## config.mk

```make
export PLATFORM = sky130hd
export DESIGN_NAME = fsc_top
export DESIGN_NICKNAME = d
export VERILOG_FILES = /design/src/fsc_pkg.sv /design/src/fsc_top.sv
export SDC_FILE = /design/constraint.sdc
export NUM_CORES = 1
export LEC_CHECK = 0
export ABC_CLOCK_PERIOD_IN_PS = 2800
export BUFFER_PORTS_ARGS = -buffer_cell sky130_fd_sc_hd__buf_2
export CAP_MARGIN = 20
export CELL_PAD_IN_SITES_DETAIL_PLACEMENT = 1
export CELL_PAD_IN_SITES_GLOBAL_PLACEMENT = 1
export CORE_MARGIN = 2
export CORE_UTILIZATION = 47
export DETAILED_ROUTE_END_ITERATION = 12
export PLACE_DENSITY = 0.8
export SLEW_MARGIN = 5
export SYNTH_ARGS = -nofsm -noshare
export SYNTH_HDL_FRONTEND = slang
export SYNTH_SLANG_ARGS = --single-unit
export TNS_END_PERCENT = 50
```

## constraint.sdc

```tcl
create_clock -name i_mclk -period 2.8 [get_ports i_mclk]
set_input_delay 0.14 -clock i_mclk [delete_from_list [all_inputs] [get_ports i_mclk]]
set_output_delay 0.14 -clock i_mclk [all_outputs]
set_load 0.05 [all_outputs]
```

## src/fsc_pkg.sv

```systemverilog
// constants and types for the filter serial control block
package fsc_pkg;
  // ==========================================================
  // frame layout
  localparam int FRAME_BITS = 16;
  localparam int HDR_BITS = 8;
  localparam logic [4:0] CNT_HDR_LAST = 5'h07;
  localparam logic [4:0] CNT_DATA_LAST = 5'h0F;
  localparam logic [4:0] CNT_FRAME = 5'h10;
  localparam int HDR_START_BIT = 7;
  localparam int HDR_RSV_HI = 6;
  localparam int HDR_RSV_LO = 5;
  localparam int HDR_RW_BIT = 4;
  localparam logic [3:0] ADDR_CORNER = 4'h0;
  localparam logic [3:0] ADDR_BAND = 4'h1;
  localparam logic [3:0] ADDR_GAIN = 4'h2;
  // ==========================================================
  // register fields and masks
  localparam logic [7:0] MASK_CORNER = 8'hFF;
  localparam logic [7:0] MASK_BAND = 8'h7F;
  localparam logic [7:0] MASK_GAIN = 8'h1F;
  localparam logic [7:0] CFG_RESET = 8'h00;
  localparam int CAL_LOW_HI = 4;
  localparam int CAL_LOW_LO = 0;
  localparam int FINE_HI = 2;
  localparam int FINE_LO = 0;
  // ==========================================================
  // timing
  localparam int MCLK_MHZ = 100;
  localparam logic [5:0] CAL_REF_CYCLES = 6'd50;
  localparam int STALL_NS = 1000;
  localparam int STALL_CYC_INT = (STALL_NS * MCLK_MHZ + 999) / 1000;
  localparam logic [7:0] STALL_CYCLES = 8'(STALL_CYC_INT);
  // ==========================================================
  // types
  typedef struct packed {
    logic [7:0] gain_setting;
    logic [7:0] band_and_cal_constant;
    logic [7:0] corner_tune_and_cal_constant;
  } fsc_cfg_type;
  typedef enum logic [1:0] {
    ST_IDLE,
    ST_MANUAL,
    ST_CAL,
    ST_DONE
  } fsc_cal_state_type;
endpackage

```

## src/fsc_top.sv

```systemverilog
// serial register port and calibration sequencer of the filter control
`timescale 1ns/100ps
module fsc_top (
  // clock and reset
  input wire logic i_mclk,
  input wire logic i_rst,
  // serial link pins
  input wire logic i_sclk,
  input wire logic i_sdata,
  input wire logic i_latch_strobe,
  output logic o_sdata,
  output logic o_sdata_oe,
  // control pins
  input wire logic i_register_clear,
  input wire logic i_chip_enable,
  input wire logic i_calibration_enable,
  input wire logic [5:0] i_manual_tune,
  input wire logic i_ref_clk,
  input wire logic i_ref_clk_select,
  // filter control outputs
  output fsc_pkg::fsc_cfg_type o_cfg,
  output logic o_isolate,
  output logic o_tuned,
  output logic o_manual_mode,
  output logic [5:0] o_tune_code,
  output logic o_ref_fast,
  output logic o_settle_error_low,
  output logic o_settle_error_high
);
  // ==========================================================
  // helpers
  // header and address check
  function automatic logic hdr_ok(input logic [7:0] hdr);
    hdr_ok = hdr[fsc_pkg::HDR_START_BIT] && !hdr[fsc_pkg::HDR_RSV_HI] &&
             !hdr[fsc_pkg::HDR_RSV_LO] &&
             (hdr[3:0] == fsc_pkg::ADDR_CORNER ||
              hdr[3:0] == fsc_pkg::ADDR_BAND ||
              hdr[3:0] == fsc_pkg::ADDR_GAIN);
  endfunction

  function automatic logic [7:0] reg_read(input fsc_pkg::fsc_cfg_type c,
                                          input logic [3:0] a);
    case (a)
      fsc_pkg::ADDR_CORNER: reg_read = c.corner_tune_and_cal_constant;
      fsc_pkg::ADDR_BAND: reg_read = c.band_and_cal_constant;
      fsc_pkg::ADDR_GAIN: reg_read = c.gain_setting;
      default: reg_read = 8'h00;
    endcase
  endfunction

  // ==========================================================
  // pin synchronisers
  logic [2:0] sclk_q, le_q, cal_q, ref_q;
  logic [1:0] sd_q, clr_q, ce_q, sel_q;
  logic [5:0] man1_q, man2_q;

  always_ff @(posedge i_mclk) begin
    if (i_rst) begin
      sclk_q <= 3'h0;
      le_q <= 3'h7;
      cal_q <= 3'h0;
      ref_q <= 3'h0;
      sd_q <= 2'h0;
      clr_q <= 2'h0;
      ce_q <= 2'h0;
      sel_q <= 2'h0;
      man1_q <= 6'h00;
      man2_q <= 6'h00;
    end else begin
      sclk_q <= {sclk_q[1:0], i_sclk};
      le_q <= {le_q[1:0], i_latch_strobe};
      cal_q <= {cal_q[1:0], i_calibration_enable};
      ref_q <= {ref_q[1:0], i_ref_clk};
      sd_q <= {sd_q[0], i_sdata};
      clr_q <= {clr_q[0], i_register_clear};
      ce_q <= {ce_q[0], i_chip_enable};
      sel_q <= {sel_q[0], i_ref_clk_select};
      man1_q <= i_manual_tune;
      man2_q <= man1_q;
    end
  end

  logic sclk_rise, le_fall, le_rise, cal_fall, ref_rise, le_low;
  assign sclk_rise = sclk_q[1] && !sclk_q[2];
  assign le_fall = !le_q[1] && le_q[2];
  assign le_rise = le_q[1] && !le_q[2];
  assign le_low = !le_q[1];
  assign cal_fall = !cal_q[1] && cal_q[2];
  assign ref_rise = ref_q[1] && !ref_q[2];

  // ==========================================================
  // serial shifter
  logic [15:0] shift_q, shift_d;
  logic [4:0] cnt_q, cnt_d;
  logic [7:0] tx_q, tx_d;
  logic sdo_q, sdo_d, oe_q, oe_d;
  logic [7:0] hdr_now, rd_byte;
  fsc_pkg::fsc_cfg_type cfg_q, cfg_d;

  assign hdr_now = {shift_q[6:0], sd_q[1]};
  assign rd_byte = reg_read(cfg_q, hdr_now[3:0]);

  always_comb begin
    shift_d = shift_q;
    cnt_d = cnt_q;
    tx_d = tx_q;
    sdo_d = sdo_q;
    oe_d = oe_q;
    if (le_fall) begin
      shift_d = 16'h0000;
      cnt_d = 5'h00;
      oe_d = 1'b0;
      sdo_d = 1'b0;
    end else if (le_low && sclk_rise && cnt_q < fsc_pkg::CNT_FRAME) begin
      shift_d = {shift_q[14:0], sd_q[1]};
      cnt_d = cnt_q + 5'h01;
      if (cnt_q == fsc_pkg::CNT_HDR_LAST) begin
        if (hdr_now[fsc_pkg::HDR_RW_BIT] && hdr_ok(hdr_now)) begin
          oe_d = 1'b1;
          sdo_d = rd_byte[7];
          tx_d = {rd_byte[6:0], 1'b0};
        end
      end else if (oe_q) begin
        sdo_d = tx_q[7];
        tx_d = {tx_q[6:0], 1'b0};
        if (cnt_q == fsc_pkg::CNT_DATA_LAST) begin
          oe_d = 1'b0;
        end
      end
    end
    if (!le_low) begin
      oe_d = 1'b0;
    end
  end

  always_ff @(posedge i_mclk) begin
    if (i_rst) begin
      shift_q <= 16'h0000;
      cnt_q <= 5'h00;
      tx_q <= 8'h00;
      sdo_q <= 1'b0;
      oe_q <= 1'b0;
    end else begin
      shift_q <= shift_d;
      cnt_q <= cnt_d;
      tx_q <= tx_d;
      sdo_q <= sdo_d;
      oe_q <= oe_d;
    end
  end

  // ==========================================================
  // configuration registers
  localparam int HDR_BITS_POS = fsc_pkg::HDR_BITS + fsc_pkg::HDR_RW_BIT;
  logic wr_go;
  assign wr_go = le_rise && cnt_q == fsc_pkg::CNT_FRAME &&
                 !shift_q[HDR_BITS_POS] && hdr_ok(shift_q[15:8]);

  always_comb begin
    cfg_d = cfg_q;
    if (clr_q[1]) begin
      cfg_d = '0;
    end else if (wr_go) begin
      case (shift_q[11:8])
        fsc_pkg::ADDR_CORNER: cfg_d.corner_tune_and_cal_constant =
          shift_q[7:0] & fsc_pkg::MASK_CORNER;
        fsc_pkg::ADDR_BAND: cfg_d.band_and_cal_constant =
          shift_q[7:0] & fsc_pkg::MASK_BAND;
        fsc_pkg::ADDR_GAIN: cfg_d.gain_setting =
          shift_q[7:0] & fsc_pkg::MASK_GAIN;
        default: cfg_d = cfg_q;
      endcase
    end
  end

  always_ff @(posedge i_mclk) begin
    if (i_rst) begin
      cfg_q <= {fsc_pkg::CFG_RESET, fsc_pkg::CFG_RESET, fsc_pkg::CFG_RESET};
    end else begin
      cfg_q <= cfg_d;
    end
  end

  // ==========================================================
  // calibration sequencer
  fsc_pkg::fsc_cal_state_type st_q, st_d;
  logic [5:0] ref_cnt_q, ref_cnt_d;
  logic [7:0] stall_q, stall_d;
  logic err_lo_q, err_lo_d, err_hi_q, err_hi_d;
  logic iso_q, iso_d;
  logic [5:0] code_q, code_d;
  logic tuned_q, tuned_d, manual_q, manual_d;
  logic [4:0] cal_low;
  assign cal_low = cfg_q.band_and_cal_constant[fsc_pkg::CAL_LOW_HI:
                                               fsc_pkg::CAL_LOW_LO];

  always_comb begin
    st_d = st_q;
    ref_cnt_d = ref_cnt_q;
    stall_d = stall_q;
    err_lo_d = err_lo_q;
    err_hi_d = err_hi_q;
    if (!ce_q[1]) begin
      st_d = fsc_pkg::ST_IDLE;
    end else if (cal_q[1]) begin
      st_d = fsc_pkg::ST_MANUAL;
    end else begin
      case (st_q)
        fsc_pkg::ST_MANUAL: begin
          if (cal_fall) begin
            ref_cnt_d = 6'h00;
            stall_d = 8'h00;
            err_lo_d = 1'b0;
            err_hi_d = (cal_low == 5'h00);
            st_d = (cal_low == 5'h00) ? fsc_pkg::ST_IDLE : fsc_pkg::ST_CAL;
          end else begin
            st_d = fsc_pkg::ST_IDLE;
          end
        end
        fsc_pkg::ST_CAL: begin
          if (ref_rise) begin
            stall_d = 8'h00;
            ref_cnt_d = ref_cnt_q + 6'h01;
            if (ref_cnt_q == fsc_pkg::CAL_REF_CYCLES - 6'h01) begin
              st_d = fsc_pkg::ST_DONE;
            end
          end else if (stall_q == fsc_pkg::STALL_CYCLES - 8'h01) begin
            err_lo_d = 1'b1;
            st_d = fsc_pkg::ST_IDLE;
          end else begin
            stall_d = stall_q + 8'h01;
          end
        end
        fsc_pkg::ST_DONE: st_d = fsc_pkg::ST_DONE;
        fsc_pkg::ST_IDLE: st_d = fsc_pkg::ST_IDLE;
        default: st_d = fsc_pkg::ST_IDLE;
      endcase
    end
    iso_d = !(ce_q[1] && (st_d == fsc_pkg::ST_DONE ||
                          st_d == fsc_pkg::ST_MANUAL));
    code_d = (st_d == fsc_pkg::ST_MANUAL) ? man2_q :
      {3'h0, cfg_q.corner_tune_and_cal_constant[fsc_pkg::FINE_HI:
                                                fsc_pkg::FINE_LO]};
    tuned_d = (st_d == fsc_pkg::ST_DONE);
    manual_d = (st_d == fsc_pkg::ST_MANUAL);
  end

  always_ff @(posedge i_mclk) begin
    if (i_rst) begin
      st_q <= fsc_pkg::ST_IDLE;
      ref_cnt_q <= 6'h00;
      stall_q <= 8'h00;
      err_lo_q <= 1'b0;
      err_hi_q <= 1'b0;
      iso_q <= 1'b1;
      code_q <= 6'h00;
      tuned_q <= 1'b0;
      manual_q <= 1'b0;
    end else begin
      st_q <= st_d;
      ref_cnt_q <= ref_cnt_d;
      stall_q <= stall_d;
      err_lo_q <= err_lo_d;
      err_hi_q <= err_hi_d;
      iso_q <= iso_d;
      code_q <= code_d;
      tuned_q <= tuned_d;
      manual_q <= manual_d;
    end
  end

  // ==========================================================
  // outputs
  logic sel_fast_q;
  always_ff @(posedge i_mclk) begin
    if (i_rst) begin
      sel_fast_q <= 1'b0;
    end else begin
      sel_fast_q <= sel_q[1];
    end
  end

  assign o_sdata = sdo_q;
  assign o_sdata_oe = oe_q;
  assign o_cfg = cfg_q;
  assign o_isolate = iso_q;
  assign o_tuned = tuned_q;
  assign o_manual_mode = manual_q;
  assign o_tune_code = code_q;
  assign o_ref_fast = sel_fast_q;
  assign o_settle_error_low = err_lo_q;
  assign o_settle_error_high = err_hi_q;
endmodule

```

-- Word-level counts from Yosys, hierarchy flattened
Index checks and enable logic that the tools add are counted.
- word-level logic and storage cells: 141
- memories: 0
- output and inout bits: 38
- input port bits: 16
- memory bits (read-only): 0
- latch bits: 0
- register bits: 111
- bits in writable memories: 0
- divide/modulo/power cells: 0
- add/sub/neg operators: 3
- eq/ne operators: 20
- shift operators: 0
- multiply operators: 0
- order comparisons: 1
- reductions and logical operators: 54
- bitwise gates (word level): 3
- mux-type cells: 31
- operators by type and width (kind ; count):
    2-to-1 mux 8 bit ; 6
    one-hot mux 8 bit (3 select lines) ; 1
    logical AND 1 bit ; 18
    one-hot mux 8 bit (2 select lines) ; 1
    2-to-1 mux 2 bit ; 7
    2-to-1 mux 6 bit ; 2
    one-hot mux 6 bit (2 select lines) ; 1
    zero test 1 bit ; 11
    2-to-1 mux 1 bit ; 10
    AND reduction 5 bit ; 2
    adder 8 x 1 -> 8 bit (second input constant) ; 1
    equality test 4 x 1 -> 1 bit (second input constant) ; 2
    equality test 4 x 2 -> 1 bit (second input constant) ; 2
    equality test 8 x 7 -> 1 bit (second input constant) ; 1
    zero test 4 bit ; 2
    inequality test 2 bit (second input constant) ; 4
    one-hot mux 2 bit (4 select lines) ; 1
    AND reduction 2 bit ; 4
    AND reduction 4 bit ; 2
    adder 6 x 1 -> 6 bit (second input constant) ; 1
    equality test 2 bit (second input constant) ; 3
    equality test 6 bit (second input constant) ; 1
    AND reduction 6 bit ; 1
    OR reduction 2 bit ; 3
    other kinds (17) ; 25

-- Longest topological paths before layout
- depth after elaboration: 10
- depth in mapped cells: 8
- mapped depth without buffers: 7

-- Worst setup path before layout
OpenSTA, ideal clock, no wires.
- kind: register -> register
- start point: register cnt_q[0]
- end point: register cfg_q, in the netlist o_cfg[8]
- clock period less this slack: 1.903 ns
- setup time: 0.128 ns
- stages on the path, launching flop included: 9
- slack: 0.897 ns
- buffers on the path: 1
- data required time: 2.672 ns
- arrival: 1.775 ns
- cell sequence: dfxtp_1 > inv_1 > ha_1 > nor4bb_1 > nand3_1 > or3b_2 > clkbuf_1 > mux2i_1 > nor2_1
- longest elaborated chain between the ends: 5
- RTL lines (element ; line ; RTL):
    start: declaration ; fsc_top.sv:94 ; logic [4:0] cnt_q, cnt_d;
    start signal: assignment ; fsc_top.sv:145 ; cnt_q <= cnt_d;
    equality test 5 bit ; fsc_top.sv:156 ; assign wr_go = le_rise && cnt_q == fsc_pkg::CNT_FRAME &&
    logical AND 1 bit (2 in series) ; fsc_top.sv:156 ;
    logical AND 1 bit ; fsc_top.sv:157 ; !shift_q[HDR_BITS_POS] && hdr_ok(shift_q[15:8]);
    AND reduction 2 bit (no source line) ; -- ;
    end signal: assignment ; fsc_top.sv:178 ; cfg_q <= {fsc_pkg::CFG_RESET, fsc_pkg::CFG_RESET, fsc_pkg::CFG_RESET};
    end signal: assignment ; fsc_top.sv:180 ; cfg_q <= cfg_d;
    end: declaration ; fsc_top.sv:98 ; fsc_pkg::fsc_cfg_type cfg_q, cfg_d;
No other way between the ends.
A chain may end at the register's enable or synchronous reset.

-- Worst setup path after layout
- start point: register cnt_q[0]
- end point: register tx_q[3]
- longest elaborated chain between the ends: 3
- elaborated cells on any way between the ends: 7
- those cells by class: 1 x order compare; 2 x eq/ne; 1 x mux; 3 x reduce/logical
- RTL lines (element ; line ; RTL):
    less-than comparator 5 bit or equality test 5 x 3 -> 1 bit (tied branches) ; fsc_top.sv:114, fsc_top.sv:117 ;
    logical AND 1 bit (tied with other cells) ; fsc_top.sv:114 ; end else if (le_low && sclk_rise && cnt_q < fsc_pkg::CNT_FRAME) begin
    AND reduction 4 bit (no source line) ; -- ;
    end signal: assignment ; fsc_top.sv:146 ; tx_q <= tx_d;
    end: declaration ; fsc_top.sv:95 ; logic [7:0] tx_q, tx_d;
Several ways; a longest one is shown, not always the timed one.

==> flow_metrics.tcl <==
set metrics [dict create \
    coreArea_um2 8810 \
    p_int_mw 1.98 \
    fin_hold_ws_ns 0.0296 \
    ir_drop_uv 347 \
    antenna_found_initial 0 \
    grt_max_degree 52 \
    via_per_inst 5.30 \
    synth_mux_area_share_pct 7.21 \
    startpoint_type "register" \
    path_class "register to register" \
    die_y_um 99.9 \
    num_vias 3329 \
    final_common_cell "dfxtp_1" \
    synth_fa_ha_area_share_pct 2.61 \
    n_fill_cell 1031 \
    final_max_slew_viol_count 0 \
    syn_inst 458 \
    worstHoldPathType "input pin to register" \
    slew_headroom_pct 35.1 \
    cts_buffers 9 \
    dp_cells 598 \
    fp.dieW_um 99.9 \
    worstPathMaxFanout 14 \
    cts_resized 0 \
    yosys_warnings 0 \
    min_period_ns 2.10 \
    maxCapViolations 0 \
    worstPathArrival_ns 2.38 \
    die_area_um2 9980 \
    placed_area_um2 4640 \
    cts.sinks 110 \
    dp_hpwl_um 6910 \
    leakagePower_nw 2.02 \
    antenna-diode-count 0 \
    cts_root_buf "clkbuf_8" \
    critPathMaxStageDelay_ns 0.59 \
    swShare_pct 25.1 \
    power_frac_seq_pct 60.4 \
    clk_path_buf_depth 2 \
    setup_tns_ns 0 \
    p_comb_share_pct 3.8 \
    gr-total-overflow 0 \
    design_area_um2 4980 \
    crit_required_ns 3.09 \
    rows 34 \
    synth_top_family_by_area "simple AND/OR/NAND/NOR gates" \
    fmax_ghz 0.477 \
    io_pins 54 \
    syn_area_per_cell_um2 9.43 \
    final_antenna_net_count 0 \
    routabilityCongestion 0.780 \
    p_switching_uw 663 \
    synth_xor_area_share_pct 2.64 \
    nets 540 \
    slowest_stage "or4b_4" \
    io_buffers 49 \
    p_clk_share_pct 35.8 \
    power-per-cell-area_nw_per_um2 530 \
    synth-simple-area-share_pct 24.3 \
    pre_cts_ws_ns 0.710 \
    grt_use_total_pct 20.9 \
    drc 0 \
    synth-async-reset-ratio_pct 0 \
    setup_ws_ns 0.705 \
    synth_edf_count 0 \
    multi_input_area_um2 1980 \
    clk_latency_ns 0.38 \
    crit_chain "ha_1 -> nand4bb_1 -> or4b_4 -> a21oi_4 -> nor2_1 -> a211oi_1" \
    routed_wl_um 9900 \
    drive_gt1_share_pct 16.9 \
    status "completed" \
    grt_pass1_vias 3409 \
    rsz0062_at_grt "false" \
    syn_area_um2 4320 \
    hold_violations 0 \
    initialDrtViolationCount 98 \
    finClkSkew_ns 0.0157 \
    worstMarginPinSlew_ns 0.973 \
    ys_seq_elements 110 \
    yosysUniqueCellTypes 48 \
    start_util_pct 49.1 \
    syn_to_final_growth_pct 15.2 \
    wire_per_inst_um 15.8 \
    seq_area_frac_synth_pct 51.0 \
    synthFlopType "dfxtp_1" \
    synth-compound-area-share_pct 8.66 \
    cts.clk_slew.worst_paths_ns 0.11 \
    cts_tree "built" \
    grt_pass1_wl_um 16600 \
    min_period_over_period_pct 74.8 \
    endpoint_kind "register" \
    drtPass1Iterations 5 \
    setup_viol 0 \
    htreeDepth 3 \
    final-seq-area_um2 2200 \
    layout_common_cells "dfxtp_1, nand2_1, nor2_1, buf_2, nor2b_1" \
    stdcell_count 628 \
]
-- what timing repair did --
action,4_1_cts,5_1_grt
endpoints found under the setup margin,0,0
buffers inserted,0,0
hold buffers,13,1
endpoints found under the hold margin,13,1
-- metal layers --
metal / track usage [%] / wire, um
met1: 26.4 / 4590
met2: 35.6 / 4790
met3: 5.15 / 404
met4: 6.11 / 119
met5: 0 / 0
-- cell families (layout without fill, tap and decap cells) --
group | count (synthesis) | after routing
AO/OA/AOI/OAI | 55 | 55
flip-flops | 110 | 110
AND/OR/NAND/NOR | 204 | 204
multiplexers | 31 | 31
adder cells (fa/ha/maj) | 9 | 9
buffers and inverters | 35 | 94
other | 1 | 4
XOR/XNOR | 13 | 13
-- cells in the mapped netlist (4+ instances only) --
library cell | count | area [um^2]
a211oi_1 | 4 | 30.0
a21oi_1 | 29 | 145
a22oi_1 | 4 | 30.0
and3_1 | 6 | 37.5
buf_4 | 4 | 30.0
clkbuf_1 | 20 | 75.1
dfxtp_1 | 110 | 2200
ha_1 | 9 | 113
inv_1 | 10 | 37.5
mux2i_1 | 30 | 300
nand2_1 | 54 | 203
nand2b_1 | 12 | 75.1
nand3_1 | 7 | 35.0
nand4_1 | 6 | 37.5
nor2_1 | 54 | 203
nor2b_1 | 34 | 213
o21ai_0 | 6 | 30.0
or2_2 | 5 | 31.3
xor2_1 | 13 | 114
-- power groups by stage --
stage               logic (mW)  clock network, mW  registers, mW
floorplan               0.0664                  0           1.63
global placement        0.0841                  0           1.63
detailed placement      0.0867                  0           1.63
CTS                      0.101              0.975           1.59
global route             0.111               1.04           1.60
finish                   0.102              0.944           1.59
-- per-stage QoR --
stage	power, mW	util [%]
after floorplan	1.69	-
after global placement	1.71	52.7
after detailed placement	1.72	52.7
after CTS	2.67	56.4
after global routing	2.74	56.5
final	2.64	56.5
-- registers in the layout (all words and copies together) (netlist names), 2 cells and up --
| name | cells |
|---|---|
| cal_q | 3 |
| ce_q | 2 |
| clr_q | 2 |
| cnt_q | 5 |
| le_q | 3 |
| man1_q | 6 |
| man2_q | 6 |
| o_cfg | 20 |
| o_tune_code | 6 |
| ref_cnt_q | 6 |
| ref_q | 3 |
| sclk_q | 3 |
| sd_q | 2 |
| sel_q | 2 |
| shift_q | 16 |
| st_q | 2 |
| stall_q | 8 |
| tx_q | 7 |
-- worst max-delay path: cells and delay by family (launching register included) --
kind                     cells  cell delay, ns
AND/OR/NAND/NOR              3            0.83
flip-flops                   1            0.39
adder cells (fa/ha/maj)      1            0.21
AO/OA/AOI/OAI                2            0.58
-- final timing paths --
check,start,endpoint,slack (ns),depth (start not counted)
worst min-delay path,i_rst,stall_q[1]$_SDFFE_PP0P_,0.03,2
worst max register to register,cnt_q[0]$_SDFFE_PP0P_,tx_q[3]$_SDFFE_PP0P_,0.70,6
worst max-delay path,cnt_q[0]$_SDFFE_PP0P_,tx_q[3]$_SDFFE_PP0P_,0.70,6
worst min register to register,le_q[0]$_SDFF_PP1_,le_q[1]$_SDFF_PP1_,0.44,1
-- final cells by class --
| cell class | count | area share [%] |
|---|---|---|
| flip-flops and latches | 110 | 44.3 |
| multi-input cells | 316 | 39.8 |
| repair buffers | 68 | 8.50 |
| well taps | 108 | 2.72 |
| clock buffers | 9 | 2.49 |
| clock inverters | 7 | 1.46 |
| inverters | 10 | 0.754 |
Power figures use the tool's default switching activity.
